## src/fsu_pkg.sv

```systemverilog
// package of constants for the fifo serial unit
package fsu_pkg;
    // mode register field positions
    localparam int MODE_CHR_BIT    = 6;
    localparam int MODE_PAR_BIT    = 5;
    localparam int MODE_STOP_BIT   = 3;
    localparam int MODE_ODD_BIT    = 4;
    // control register field positions
    localparam int CTRL_CKS_HI_BIT = 1;
    localparam int CTRL_CKS_LO_BIT = 0;
    // fifo geometry and oversampling
    localparam int FIFO_DEPTH      = 16;
    localparam int FIFO_CNT_W      = 5;
    localparam int OVERSAMPLE      = 16;
    localparam int SAMPLE_MID      = 7;
    // trigger levels, transmit side then receive side
    localparam logic [4:0] TX_TRIG_0 = 5'h08;
    localparam logic [4:0] TX_TRIG_1 = 5'h04;
    localparam logic [4:0] TX_TRIG_2 = 5'h02;
    localparam logic [4:0] TX_TRIG_3 = 5'h01;
    localparam logic [4:0] RX_TRIG_0 = 5'h01;
    localparam logic [4:0] RX_TRIG_1 = 5'h04;
    localparam logic [4:0] RX_TRIG_2 = 5'h08;
    localparam logic [4:0] RX_TRIG_3 = 5'h0E;
    // reset values
    localparam logic [7:0] DIV_RESET = 8'h00;
    localparam logic [3:0] TICK_RST  = 4'h0;
    // tx end and tx low start set: nothing queued yet
    localparam logic [6:0] STATUS_RST = 7'h60;
endpackage

```

## src/fsu_fifo_if.sv

```systemverilog
// interface between the unit top and its fifo
interface fsu_fifo_if #(parameter int W = 8, parameter int CW = 5);
    logic          push;
    logic [W-1:0]  wdata;
    logic          pop;
    logic [W-1:0]  rdata;
    logic          clear;
    logic [CW-1:0] count;
    modport owner (output push, output wdata, output pop, output clear,
                   input rdata, input count);
    modport store (input push, input wdata, input pop, input clear,
                   output rdata, output count);
endinterface

```

## src/fsu_fifo.sv

```systemverilog
// sixteen entry byte fifo with count
module fsu_fifo
    import fsu_pkg::*;
#(
    parameter int DEPTH = FIFO_DEPTH,
    parameter int W     = 8
) (
    input  wire logic   i_clk,
    input  wire logic   i_rst,
    fsu_fifo_if.store   bus
);
    logic [W-1:0]      mem_q [DEPTH];
    logic [3:0]        wp_q, wp_d, rp_q, rp_d;
    logic [FIFO_CNT_W-1:0] cnt_q, cnt_d;
    logic              do_push, do_pop;

    // push ignored when full, pop ignored when empty
    always_comb begin
        do_push = bus.push && (cnt_q != FIFO_CNT_W'(DEPTH));
        do_pop  = bus.pop && (cnt_q != '0);
        wp_d    = wp_q + {3'h0, do_push};
        rp_d    = rp_q + {3'h0, do_pop};
        cnt_d   = cnt_q + FIFO_CNT_W'(do_push) - FIFO_CNT_W'(do_pop);
        if (bus.clear) begin
            wp_d  = '0;
            rp_d  = '0;
            cnt_d = '0;
        end
    end

    // pointer registers
    always_ff @(posedge i_clk or posedge i_rst) begin
        if (i_rst) begin
            wp_q  <= '0;
            rp_q  <= '0;
            cnt_q <= '0;
        end else begin
            wp_q  <= wp_d;
            rp_q  <= rp_d;
            cnt_q <= cnt_d;
        end
    end

    // storage has no reset, contents are only valid under the count
    always_ff @(posedge i_clk) begin
        if (do_push && !bus.clear) begin
            mem_q[wp_q] <= bus.wdata;
        end
    end

    assign bus.rdata = mem_q[rp_q];
    assign bus.count = cnt_q;
endmodule

```

## src/fsu_top.sv

```systemverilog
// fifo serial unit: async transmitter and receiver with byte fifos
// Function
// - separate sixteen byte fifos for transmit and receive data
// - char length select zero gives eight data bits, one gives seven
// - stop select picks one or two stops; parity enable adds parity bit
// - format bits: char length bit 6, parity bit 5, stop bit 3
// - frame is start, data, optional parity, stops; at most twelve bits
// - clock select 00 internal, 01 internal driven out, 1x external pin
// - driven serial clock runs at sixteen times the bit rate
// - flag framing, parity, rx trigger, data ready, break, tx low level
// - report byte counts of transmit and receive fifos
// - tx enable off resets shifter; flags and fifos keep contents
// - tx enable off mid frame floats transmit data on the next clock
// - clock output starts when selected, regardless of enables
// - tx enable gives mark line; rx enable idles waiting for start
// - flags clear only on write of zero after being read as one
// - data bits sent and assembled least significant bit first
// - with modem control, clear to send high pauses after frame
// - tx low flag sets when tx count is below selected trigger
// - receiver checks first stop bit only
module fsu_top
    import fsu_pkg::*;
(
    input  wire logic       I_MCLK,
    input  wire logic       I_RST,
    input  wire logic [7:0] I_MODE,
    input  wire logic [7:0] I_CTRL_CKS,
    input  wire logic       I_TX_ENABLE,
    input  wire logic       I_RX_ENABLE,
    input  wire logic [7:0] I_DIVISOR,
    input  wire logic [1:0] I_TX_TRIG_SEL,
    input  wire logic [1:0] I_RX_TRIG_SEL,
    input  wire logic       I_MODEM_EN,
    input  wire logic       I_LOOPBACK,
    input  wire logic       I_TX_FIFO_CLEAR,
    input  wire logic       I_RX_FIFO_CLEAR,
    input  wire logic       I_TX_WR,
    input  wire logic [7:0] I_TX_DATA,
    input  wire logic       I_RX_RD,
    input  wire logic       I_STATUS_RD,
    input  wire logic       I_STATUS_WR,
    input  wire logic [6:0] I_STATUS_WDATA,
    input  wire logic       I_RXD,
    input  wire logic       I_CTS_N,
    input  wire logic       I_SCK,
    output logic            O_TXD,
    output logic            O_TXD_OE,
    output logic            O_SCK,
    output logic            O_SCK_OE,
    output logic            O_RTS_N,
    output logic [7:0]      O_RX_DATA,
    output logic [6:0]      O_STATUS,
    output logic [4:0]      O_TX_COUNT,
    output logic [4:0]      O_RX_COUNT
);
    // status bit order: 0 data ready, 1 rx trigger, 2 parity err, 3 framing
    // err, 4 break, 5 tx end, 6 tx low
    typedef enum logic [2:0] {TX_IDLE, TX_START, TX_DATA, TX_PAR, TX_STOP} fsu_tx_e;
    typedef enum logic [2:0] {RX_IDLE, RX_START, RX_DATA, RX_PAR, RX_STOP} fsu_rx_e;

    fsu_fifo_if #(.W(8),  .CW(FIFO_CNT_W)) txf ();
    fsu_fifo_if #(.W(10), .CW(FIFO_CNT_W)) rxf ();

    fsu_fifo #(.DEPTH(FIFO_DEPTH), .W(8)) u_txf (
        .i_clk (I_MCLK),
        .i_rst (I_RST),
        .bus   (txf.store)
    );
    // receive store, data plus its two error bits
    fsu_fifo #(.DEPTH(FIFO_DEPTH), .W(10)) u_rxf (
        .i_clk (I_MCLK),
        .i_rst (I_RST),
        .bus   (rxf.store)
    );

    function automatic logic [4:0] trig_of(input logic [1:0] s, input logic tx);
        case (s)
            2'h0:    trig_of = tx ? TX_TRIG_0 : RX_TRIG_0;
            2'h1:    trig_of = tx ? TX_TRIG_1 : RX_TRIG_1;
            2'h2:    trig_of = tx ? TX_TRIG_2 : RX_TRIG_2;
            default: trig_of = tx ? TX_TRIG_3 : RX_TRIG_3;
        endcase
    endfunction

    // pin synchronisers, second stage is the only reader of the first
    logic [2:0] sck_s_q, rxd_s_q, cts_s_q;
    always_ff @(posedge I_MCLK or posedge I_RST) begin
        if (I_RST) begin
            sck_s_q <= '0;
            rxd_s_q <= 3'h7;
            cts_s_q <= '0;
        end else begin
            sck_s_q <= {sck_s_q[1:0], I_SCK};
            rxd_s_q <= {rxd_s_q[1:0], I_RXD};
            cts_s_q <= {cts_s_q[1:0], I_CTS_N};
        end
    end

    // baud generator: one internal tick per 2*(divisor+1) master clocks
    logic [7:0] div_q, div_d;
    logic       int_tick, sck_out_q, sck_out_d, ext_tick, tick;
    logic       ext_sel, out_sel;
    always_comb begin
        ext_sel   = I_CTRL_CKS[CTRL_CKS_HI_BIT];
        out_sel   = !ext_sel && I_CTRL_CKS[CTRL_CKS_LO_BIT];
        int_tick  = (div_q == I_DIVISOR);
        div_d     = int_tick ? DIV_RESET : div_q + 8'h01;
        // pin toggles on every int_tick, twice per tick period, so one full pin cycle per tick
        sck_out_d = int_tick ? !sck_out_q : sck_out_q;
        ext_tick  = sck_s_q[1] && !sck_s_q[2];
        // source choice, external edges assumed at sixteen per bit
        tick      = ext_sel ? ext_tick : (int_tick && sck_out_q);
    end
    always_ff @(posedge I_MCLK or posedge I_RST) begin
        if (I_RST) begin
            div_q     <= DIV_RESET;
            sck_out_q <= 1'b0;
        end else begin
            div_q     <= div_d;
            sck_out_q <= sck_out_d;
        end
    end

    // clock pin driven whenever output selected, enables ignored
    always_ff @(posedge I_MCLK or posedge I_RST) begin
        if (I_RST) begin
            O_SCK    <= 1'b0;
            O_SCK_OE <= 1'b0;
        end else begin
            O_SCK    <= sck_out_q;
            O_SCK_OE <= out_sel;
        end
    end

    // transmitter
    fsu_tx_e    tx_st_q, tx_st_d;
    logic [3:0] tx_tk_q, tx_tk_d;
    logic [2:0] tx_bit_q, tx_bit_d;
    logic [7:0] tx_sh_q, tx_sh_d;
    logic       tx_par_q, tx_par_d, tx_stp2_q, tx_stp2_d;
    logic       tx_line, tx_pop, tx_end_set, tx_bit_end;
    logic       cts_ok;
    always_comb begin
        tx_st_d    = tx_st_q;
        tx_tk_d    = tx_tk_q;
        tx_bit_d   = tx_bit_q;
        tx_sh_d    = tx_sh_q;
        tx_par_d   = tx_par_q;
        tx_stp2_d  = tx_stp2_q;
        tx_pop     = 1'b0;
        tx_end_set = 1'b0;
        tx_line    = 1'b1;
        tx_bit_end = tick && (tx_tk_q == 4'(OVERSAMPLE - 1));
        // clear to send only matters with modem control on
        cts_ok     = !I_MODEM_EN || !cts_s_q[2];
        if (tick) begin
            tx_tk_d = tx_tk_q + 4'h1;
        end
        // start, data, parity, stops in that order
        case (tx_st_q)
            TX_IDLE: begin
                tx_tk_d = TICK_RST;
                if (tick && txf.count != '0 && cts_ok) begin
                    tx_pop  = 1'b1;
                    tx_sh_d = txf.rdata;
                    tx_st_d = TX_START;
                end
            end
            TX_START: begin
                tx_line = 1'b0;
                if (tx_bit_end) begin
                    tx_st_d  = TX_DATA;
                    tx_bit_d = '0;
                    tx_par_d = I_MODE[MODE_ODD_BIT];
                    // seven bit frames clear the msb so parity skips it
                    if (I_MODE[MODE_CHR_BIT]) begin
                        tx_sh_d[7] = 1'b0;
                    end
                end
            end
            TX_DATA: begin
                tx_line = tx_sh_q[0];
                if (tx_bit_end) begin
                    tx_par_d = tx_par_q ^ tx_sh_q[0];
                    tx_sh_d  = {1'b0, tx_sh_q[7:1]};
                    tx_bit_d = tx_bit_q + 3'h1;
                    // data length from the mode byte
                    if (tx_bit_q == (I_MODE[MODE_CHR_BIT] ? 3'h6 : 3'h7)) begin
                        tx_st_d   = I_MODE[MODE_PAR_BIT] ? TX_PAR : TX_STOP;
                        tx_stp2_d = I_MODE[MODE_STOP_BIT];
                    end
                end
            end
            TX_PAR: begin
                tx_line = tx_par_q;
                if (tx_bit_end) begin
                    tx_st_d = TX_STOP;
                end
            end
            TX_STOP: begin
                if (tx_bit_end) begin
                    if (tx_stp2_q) begin
                        tx_stp2_d = 1'b0;
                    end else if (txf.count != '0 && cts_ok) begin
                        // back to back frame when data waits
                        tx_pop  = 1'b1;
                        tx_sh_d = txf.rdata;
                        tx_st_d = TX_START;
                    end else begin
                        tx_end_set = 1'b1;
                        tx_st_d    = TX_IDLE;
                    end
                end
            end
            default: tx_st_d = TX_IDLE;
        endcase
        if (!I_TX_ENABLE) begin
            tx_st_d  = TX_IDLE;
            tx_pop   = 1'b0;
            tx_tk_d  = TICK_RST;
        end
    end
    always_ff @(posedge I_MCLK or posedge I_RST) begin
        if (I_RST) begin
            tx_st_q   <= TX_IDLE;
            tx_tk_q   <= TICK_RST;
            tx_bit_q  <= '0;
            tx_sh_q   <= '0;
            tx_par_q  <= 1'b0;
            tx_stp2_q <= 1'b0;
            O_TXD     <= 1'b1;
            O_TXD_OE  <= 1'b0;
        end else begin
            tx_st_q   <= tx_st_d;
            tx_tk_q   <= tx_tk_d;
            tx_bit_q  <= tx_bit_d;
            tx_sh_q   <= tx_sh_d;
            tx_par_q  <= tx_par_d;
            tx_stp2_q <= tx_stp2_d;
            O_TXD     <= tx_line;
            // floats the cycle after enable drops
            O_TXD_OE  <= I_TX_ENABLE;
        end
    end
    assign txf.push  = I_TX_WR;
    assign txf.wdata = I_TX_DATA;
    assign txf.pop   = tx_pop;
    assign txf.clear = I_TX_FIFO_CLEAR;

    // receiver
    fsu_rx_e    rx_st_q, rx_st_d;
    logic [3:0] rx_tk_q, rx_tk_d;
    logic [2:0] rx_bit_q, rx_bit_d;
    logic [7:0] rx_sh_q, rx_sh_d;
    logic       rx_par_q, rx_par_d, rx_perr_q, rx_perr_d;
    logic       rx_in, rx_samp, rx_push, rx_ferr, rx_brk, brk_held;
    always_comb begin
        rx_st_d   = rx_st_q;
        rx_tk_d   = tick ? rx_tk_q + 4'h1 : rx_tk_q;
        rx_bit_d  = rx_bit_q;
        rx_sh_d   = rx_sh_q;
        rx_par_d  = rx_par_q;
        rx_perr_d = rx_perr_q;
        rx_push   = 1'b0;
        rx_ferr   = 1'b0;
        rx_brk    = 1'b0;
        rx_in     = I_LOOPBACK ? tx_line : rxd_s_q[2];
        rx_samp   = tick && (rx_tk_q == 4'(SAMPLE_MID));
        case (rx_st_q)
            // idle waits for a falling line
            RX_IDLE: begin
                rx_tk_d = TICK_RST;
                if (tick && !rx_in) begin
                    rx_st_d = RX_START;
                    rx_tk_d = 4'h1;
                end
            end
            RX_START: begin
                // start must still be low at mid bit
                if (rx_samp) begin
                    rx_st_d   = rx_in ? RX_IDLE : RX_DATA;
                    rx_bit_d  = '0;
                    rx_sh_d   = '0;
                    rx_par_d  = I_MODE[MODE_ODD_BIT];
                    rx_perr_d = 1'b0;
                end
            end
            RX_DATA: begin
                if (rx_samp) begin
                    rx_par_d = rx_par_q ^ rx_in;
                    rx_bit_d = rx_bit_q + 3'h1;
                    // assemble lsb first, seven bit frames land low
                    if (I_MODE[MODE_CHR_BIT]) begin
                        rx_sh_d = {1'b0, rx_in, rx_sh_q[6:1]};
                    end else begin
                        rx_sh_d = {rx_in, rx_sh_q[7:1]};
                    end
                    if (rx_bit_q == (I_MODE[MODE_CHR_BIT] ? 3'h6 : 3'h7)) begin
                        rx_st_d = I_MODE[MODE_PAR_BIT] ? RX_PAR : RX_STOP;
                    end
                end
            end
            RX_PAR: begin
                if (rx_samp) begin
                    rx_perr_d = rx_par_q ^ rx_in;
                    rx_st_d   = RX_STOP;
                end
            end
            RX_STOP: begin
                // only the first stop is checked; a second is idle time
                if (rx_samp) begin
                    rx_ferr = !rx_in;
                    rx_brk  = !rx_in && (rx_sh_q == 8'h00);
                    rx_push = !brk_held;
                    rx_st_d = RX_IDLE;
                end
            end
            default: rx_st_d = RX_IDLE;
        endcase
        if (!I_RX_ENABLE) begin
            rx_st_d = RX_IDLE;
            rx_push = 1'b0;
            rx_ferr = 1'b0;
            rx_brk  = 1'b0;
        end
    end
    always_ff @(posedge I_MCLK or posedge I_RST) begin
        if (I_RST) begin
            rx_st_q   <= RX_IDLE;
            rx_tk_q   <= TICK_RST;
            rx_bit_q  <= '0;
            rx_sh_q   <= '0;
            rx_par_q  <= 1'b0;
            rx_perr_q <= 1'b0;
        end else begin
            rx_st_q   <= rx_st_d;
            rx_tk_q   <= rx_tk_d;
            rx_bit_q  <= rx_bit_d;
            rx_sh_q   <= rx_sh_d;
            rx_par_q  <= rx_par_d;
            rx_perr_q <= rx_perr_d;
        end
    end
    assign rxf.push  = rx_push;
    assign rxf.wdata = {rx_ferr, rx_perr_q, rx_sh_q};
    assign rxf.pop   = I_RX_RD;
    assign rxf.clear = I_RX_FIFO_CLEAR;

    // status flags
    logic [6:0] st_q, st_d, seen_q, seen_d, st_set;
    logic [4:0] tx_trig, rx_trig;
    always_comb begin
        tx_trig = trig_of(I_TX_TRIG_SEL, 1'b1);
        rx_trig = trig_of(I_RX_TRIG_SEL, 1'b0);
        // event sources; tx low below trigger
        st_set[0] = rx_push;
        st_set[1] = (rxf.count >= rx_trig);
        st_set[2] = rx_push && rx_perr_q;
        st_set[3] = rx_push && rx_ferr;
        st_set[4] = rx_brk;
        st_set[5] = tx_end_set;
        st_set[6] = (txf.count < tx_trig);
        // remember flags read as one, a zero write clears only those
        seen_d = I_STATUS_RD ? st_q : seen_q;
        st_d   = st_q;
        if (I_STATUS_WR) begin
            st_d   = st_q & (I_STATUS_WDATA | ~seen_q);
            seen_d = seen_q & I_STATUS_WDATA;
        end
        // set beats a clear in the same cycle
        st_d = st_d | st_set;
    end
    // flags and fifo counts ignore the enables
    always_ff @(posedge I_MCLK or posedge I_RST) begin
        if (I_RST) begin
            st_q       <= STATUS_RST;
            seen_q     <= '0;
            O_STATUS   <= STATUS_RST;
            O_TX_COUNT <= '0;
            O_RX_COUNT <= '0;
            O_RX_DATA  <= '0;
            O_RTS_N    <= 1'b0;
        end else begin
            st_q       <= st_d;
            seen_q     <= seen_d;
            O_STATUS   <= st_d;
            O_TX_COUNT <= txf.count;
            O_RX_COUNT <= rxf.count;
            O_RX_DATA  <= rxf.rdata[7:0];
            O_RTS_N    <= I_MODEM_EN && (rxf.count == 5'(FIFO_DEPTH));
        end
    end
    // break holds off storing until software clears its flag
    assign brk_held = st_q[4];
endmodule

```

## config.mk

```make
export PLATFORM = sky130hd
export DESIGN_NAME = fsu_top
export DESIGN_NICKNAME = d
export VERILOG_FILES = /design/src/fsu_pkg.sv /design/src/fsu_fifo_if.sv /design/src/fsu_fifo.sv /design/src/fsu_top.sv
export SDC_FILE = /design/constraint.sdc
export NUM_CORES = 1
export LEC_CHECK = 0
export CORE_ASPECT_RATIO = 1.25
export CORE_MARGIN = 2
export CORE_UTILIZATION = 30
export CTS_CLUSTER_SIZE = 12
export DETAILED_ROUTE_END_ITERATION = 8
export DONT_BUFFER_PORTS = 1
export PLACE_DENSITY = 0.53
export SETUP_SLACK_MARGIN = 0.05
export SLEW_MARGIN = 20
export SYNTH_ARGS = -nofsm -noshare
export SYNTH_HDL_FRONTEND = slang
export SYNTH_HIERARCHICAL = 1
export SYNTH_SLANG_ARGS = --single-unit
```

## constraint.sdc

```tcl
create_clock -name I_MCLK -period 9.3 [get_ports I_MCLK]
set_input_delay 0.93 -clock I_MCLK [delete_from_list [all_inputs] [get_ports I_MCLK]]
set_output_delay 0.93 -clock I_MCLK [all_outputs]
set_load 0.05 [all_outputs]
```

# Word-level counts from Yosys, hierarchy flattened
# Memories as Yosys holds them, arrays and structs flattened. A register that Yosys moved wholly into a read port is not among the register bits.
# Index checks and enable logic that the tools add are counted.
# word_totals
register_bits	113
mem_bits_rw	288
output_inout_bits	30
memories	2
# op_classes
addsub	13
magnitude_cmp	2
n_eq_ne	45
mux	95
n_bitwise	7
reduce_logical	52
# memory_table
memory	words	width	rd	rd_ports_with_merged_regs	wr	line	text
u_rxf.mem_q	16	10	1	1	1	fsu_fifo.sv:12	logic [W-1:0] mem_q [DEPTH];
u_txf.mem_q	16	8	1	0	1	fsu_fifo.sv:12	
# ops
op	count
8-bit 2-to-1 mux	9
3-bit 2-to-1 mux	19
3-bit inequality test (second input constant)	13
1-bit 2-to-1 mux	37
4-bit 2-to-1 mux	9
3-bit case mux with 5 select lines	2
4-bit case mux with 3 select lines	2
2-bit inequality test (second input constant)	11
7-bit 2-to-1 mux	3
7-bit case mux with 3 select lines	1
1-bit logical AND	19
4-bit by 1-bit adder with 4-bit output	4
8-bit case mux with 2 select lines	1
7-bit AND	2
7-bit bitwise OR	2
3-bit by 2-bit == test with 1-bit output (second input constant)	4
3-bit case mux with 2 select lines	2
6-bit AND reduction	2
2-bit nonzero test	6
5-bit by 1-bit adder with 5-bit output	2
5-bit 2-to-1 mux	2
5-bit inequality test (second input constant)	2
1-bit case mux with 2 select lines	5
5-bit nonzero test	2
32 further kinds	53

# Logic depth before layout (Yosys ltp)
# depth
word_depth	11
mapped_depth	17
ltp_nobuf	16

# Hierarchy
# The synthesis kept the hierarchy.
# modules_own_cells
mod	n_inst	cells_per_inst	area_per_inst_um2	seq_area_each_um2
fsu_fifo (u_rxf)	1	339	6909.1	5129.9
fsu_fifo (u_txf)	1	291	5714.2	4169.0
fsu_top	1	416	4478.0	2384.8

# Least setup slack after synthesis
# No wires, ideal clock.
# synth_path
path_type	input-to-reg
from	input port I_DIVISOR[0]
to	register u_rxf.cnt_q[4], in the netlist u_rxf/bus.count[4]
setup_ns	0.135
arrival_time_ns	3.766
required_time_ns	9.165
slack_ns	5.398
path_stages	17
path_buffers	2
cell_sequence	xnor2_1 > nand4_1 > o41a_1 > buf_2 > clkbuf_1 > nor4_1 > and2_1 > inv_1 > ha_1 > inv_1 > ha_1 > inv_1 > fa_1 > nor2b_1 > o21bai_1 > a21oi_1 > nor3b_1
# synth_between
elab_chain_len	11
# synth_rtl
element	line	text
start, declared	fsu_top.sv:30	input wire logic [7:0] I_DIVISOR,
8-bit == test	fsu_top.sv:106	int_tick = (div_q == I_DIVISOR);
1-bit logical AND	fsu_top.sv:112	tick = ext_sel ? ext_tick : (int_tick && sck_out_q);
1-bit 2-to-1 mux	fsu_top.sv:112	
1-bit logical AND	fsu_top.sv:268	rx_samp = tick && (rx_tk_q == 4'(SAMPLE_MID));
1-bit 2-to-1 mux	fsu_top.sv:311	if (rx_samp) begin
1-bit 2-to-1 mux	fsu_top.sv:269	case (rx_st_q)
1-bit 2-to-1 mux	fsu_top.sv:320	if (!I_RX_ENABLE) begin
via rx_push	fsu_top.sv:256	logic rx_in, rx_samp, rx_push, rx_ferr, rx_brk, brk_held;
1-bit logical AND	fsu_fifo.sv:19	do_push = bus.push && (cnt_q != FIFO_CNT_W'(DEPTH));
5-bit by 1-bit adder with 5-bit output	fsu_fifo.sv:23	cnt_d = cnt_q + FIFO_CNT_W'(do_push) - FIFO_CNT_W'(do_pop);
5-bit by 1-bit subtractor with 5-bit output	fsu_fifo.sv:23	
5-bit 2-to-1 mux	fsu_fifo.sv:24	if (bus.clear) begin
via u_rxf.cnt_d[4]	fsu_fifo.sv:14	logic [FIFO_CNT_W-1:0] cnt_q, cnt_d;
end signal, assigned	fsu_fifo.sv:40	cnt_q <= cnt_d;
end, declared	fsu_fifo.sv:14	
# The timed path passes the listed nets, and every way through them passes these cells.
# A chain may end at the register's enable or synchronous reset.

# Worst setup path after layout
# layout_path
from	register div_q[0]
to	register u_rxf.cnt_q[4], in the netlist u_rxf/bus.count[4]
# layout_between
elab_chain_len	11
# layout_rtl
element	line	text
start, declared	fsu_top.sv:100	logic [7:0] div_q, div_d;
start signal, assigned	fsu_top.sv:119	div_q <= div_d;
8-bit == test	fsu_top.sv:106	
1-bit logical AND	fsu_top.sv:112	
1-bit 2-to-1 mux	fsu_top.sv:112	
1-bit logical AND	fsu_top.sv:268	
1-bit 2-to-1 mux	fsu_top.sv:311	
1-bit 2-to-1 mux	fsu_top.sv:269	
1-bit 2-to-1 mux	fsu_top.sv:320	
via rx_push	fsu_top.sv:256	
1-bit logical AND	fsu_fifo.sv:19	
5-bit by 1-bit adder with 5-bit output	fsu_fifo.sv:23	
5-bit by 1-bit subtractor with 5-bit output	fsu_fifo.sv:23	
5-bit 2-to-1 mux	fsu_fifo.sv:24	
via u_rxf.cnt_d[4]	fsu_fifo.sv:14	
# The timed path passes the listed nets, and every way through them passes these cells.

==> reports/metrics.json <==
{
  "reg2reg_setup_slack": {"value": 5150, "unit": "ps"},
  "drv.max_cap_violation_count": {"value": 0},
  "vdd_drop_max": {"value": 130.8, "unit": "uV"},
  "mappedNetlistNets": {"value": 1091},
  "cts_sinks": {"value": 377},
  "slew-limit-headroom": {"value": 31.22, "unit": "%"},
  "pwr_density_cell": {"value": 236.5, "unit": "nW/um^2"},
  "cts-htree-levels": {"value": 2},
  "status": {"value": "completed"},
  "critical_path.endpoint_type": {"value": "flop"},
  "yosys_warnings": {"value": 6},
  "port_buffers": {"value": 0},
  "die_area": {"value": 54900, "unit": "sq um"},
  "multi_input_area": {"value": 4835, "unit": "sq um"},
  "timing.critical_path.slowest_stage_cell": {"value": "nor4_1"},
  "dp_hpwl": {"value": 22460, "unit": "microns"},
  "slew_viol_final": {"value": 0},
  "tritoncts": {"value": "done"},
  "layout_min_cycle_time": {"value": 4154, "unit": "ps"},
  "post_drt_wl_per_cell": {"value": 20.14, "unit": "microns"},
  "final.setup.tns": {"value": 0, "unit": "ps"},
  "drt-initial-drc-count": {"value": 480},
  "globalplace.congestion": {"value": 0.7543},
  "crit-reg2reg-launch": {"value": "div_q[0]"},
  "cts_repair_resize_count": {"value": 0},
  "post_route_cells_drive_above_1_share": {"value": 13.71, "unit": "%"},
  "insertion_delay": {"value": 580, "unit": "ps"},
  "timing.reg2reg.worst_path_depth": {"value": 16},
  "io-pin-count": {"value": 88},
  "cp_slowest_stage_delay": {"value": 710, "unit": "ps"},
  "cts_buffers": {"value": 42},
  "hold_path_class": {"value": "in -> async"},
  "timing.critical_path.required": {"value": 9770, "unit": "ps"},
  "core": {"value": 52570, "unit": "sq um"},
  "crit_path_start_kind": {"value": "flop"},
  "finalNetCount": {"value": 1102},
  "area_delta_synth_final": {"value": 12.91, "unit": "%"},
  "grt_start_max_net_pins": {"value": 62},
  "synth_area_per_inst": {"value": 15.92, "unit": "sq um"},
  "via_per_instance_ratio": {"value": 4.863},
  "synth_area": {"value": 15910, "unit": "sq um"},
  "arrival": {"value": 4630, "unit": "ps"},
  "grt_pass1_vias": {"value": 8691},
  "grt-ovfl-total": {"value": 0},
  "cts.repair_timing.setup_buffer_count": {"value": 0},
  "most_numerous_cell_on_the_critical_path": {"value": "inv_1"},
  "fmaxAchievable": {"value": 0.2407, "unit": "GHz"},
  "rsz0062_at_grt": {"value": "no"},
  "final_routed_wirelength": {"value": 34540, "unit": "microns"},
  "dr_total_vias": {"value": 8340},
  "antenna_violations_before_repair": {"value": 1},
  "detailedRoute.firstPassIterationCount": {"value": 5},
  "final_hold_violations": {"value": 0},
  "post-route-util": {"value": 34.16, "unit": "%"},
  "setup_viol": {"value": 0},
  "worstReg2RegEnd": {"value": "u_rxf/bus.count[4]"},
  "fin_worst_skew": {"value": 27.05, "unit": "ps"},
  "finalCritPeriodShare": {"value": 44.67, "unit": "%"},
  "leakage": {"value": 6.478, "unit": "nW"},
  "num_rows": {"value": 94},
  "grt_util_all_layers": {"value": 12.77, "unit": "%"},
  "antenna_cells": {"value": 0},
  "wire_length_of_the_first_global_routing_pass": {"value": 52890, "unit": "microns"},
  "route.antenna.remaining_nets": {"value": 0},
  "initial_core_util": {"value": 30.26, "unit": "%"},
  "crit_type": {"value": "reg -> reg"},
  "timing.critical_path.cells": {"value": "xnor2_1 -> nand4_1 -> o41a_1 -> buf_4 -> nor4_1 -> and2_1 -> inv_1 -> ha_1 -> inv_1 -> ha_1 -> inv_1 -> fa_1 -> nor2b_1 -> o21bai_1 -> nand3_1 -> nor3b_1"},
  "synth_cells": {"value": 999},
  "cts_hold_buffers": {"value": 0},
  "max-clock-path-buffers": {"value": 3},
  "cts_root_buf": {"value": "clkbuf_16"},
  "dieWidth": {"value": 210.0, "unit": "microns"},
  "die_y": {"value": 261.5, "unit": "microns"},
  "layout.filler_cells": {"value": 4979},
  "timing.critical_path.fanout_max": {"value": 29},
  "worst_slew_pin_slew": {"value": 1028, "unit": "ps"},
  "path_clk_slew": {"value": 60, "unit": "ps"},
  "drc_errors": {"value": 0},
  "register_area": {"value": 10730, "unit": "sq um"}
}
-- cells in the final DEF (no fill, tap or decap), types with 4 or more instances in the layout --
master and n:
edfxtp_1 256, dfrtp_1 111, nor2_1 66, nand2_1 49, clkbuf_16 42, mux4_2 35, inv_1 33, ha_1 32
a22oi_1 32, mux4_1 29, o21ai_0 28, nor2b_1 25, nand3_1 23, xnor2_1 19, a21oi_1 18, clkbuf_1 18
mux2_2 17, nand2b_1 14, a22o_1 14, nor3_1 13, xor2_1 13, a21o_1 11, buf_4 10, nand3b_1 9
or3_1 8, o31ai_1 7, nor3_2 7, and2_1 7, dfstp_2 6, and3_1 5, o211ai_1 5, nor3b_1 4
a31oi_1 4, nor4_1 4, clkinv_2 4, dfrtp_2 4
-- critical path: cells and delay by family, from the launching register on --
kind / cells / cell delay [ps]
AND/OR/NAND/NOR: 6 / 1660
AO/OA/AOI/OAI: 2 / 600
XOR/XNOR: 1 / 160
adder cells (fa/ha/maj): 3 / 790
buffers and inverters: 4 / 420
flip-flops: 1 / 450
-- metal layers --
layer / global-route usage [%] / part of all wire [%] / vias up
met5: 0 / 0 / -
met4: 3.605 / 1.9 / 0
met3: 3.166 / 5.4 / 49
met2: 22.76 / 51 / 166
met1: 15.37 / 42 / 4250
li1: - / - / 3875
-- worst max-delay path by stage --
stage / start / end / slack [ps] / cells past startpoint
CTS: div_q[0] / u_rxf/bus.count[4] / 4970 / 16
global route: div_q[0] / u_rxf/bus.count[4] / 4830 / 16
global placement: I_DIVISOR[4] / u_rxf/bus.count[4] / 4500 / 16
floorplan: I_DIVISOR[0] / u_rxf/bus.count[4] / 5400 / 17
detailed placement: I_DIVISOR[3] / u_rxf/bus.count[4] / 4510 / 16
finish: div_q[0] / u_rxf/bus.count[4] / 5150 / 16
-- layout make-up --
type / instances / share of cell area, %
clock buffer: 63 / 6.458
clock inverter: 14 / 1.073
inverter: 34 / 0.7245
multi-input combinational: 545 / 26.92
sequential: 377 / 59.73
tap: 672 / 4.681
timing repair buffer: 10 / 0.4180
-- stage by stage --
step	setup WS (ps)	std cells	hold WS [ps]	cell area (sq um)	total power [W]
2_1_floorplan	5398	999	331.2	15910	0.002525
5_1_grt	4833	1715	281.2	17960	0.004449
3_3_place_gp	4504	1638	333.5	16600	0.002651
4_1_cts	4966	1715	261.4	17960	0.004319
3_5_place_dp	4511	1638	337.2	16600	0.002660
6_report	5146	1715	265.6	17960	0.004248
-- where the power goes --
group	total [W]	switching (W)	internal, W	leakage, nW
Clock	0.00163	0.000675	0.000955	0.652
Combinational	0.000481	0.000249	0.000231	1.83
Sequential	0.00214	0.000244	0.00189	4.00
-- registers in the layout (all words and copies together) (netlist names), 5 cells and up --
signal	count
O_RX_COUNT	5
O_RX_DATA	8
O_TX_COUNT	5
div_q	8
rx_sh_q	8
seen_q	7
st_q	7
tx_sh_q	8
u_rxf/bus.count	5
u_rxf/mem_q	128
u_txf/bus.count	5
u_txf/mem_q	128
Power figures use the tool's default switching activity.
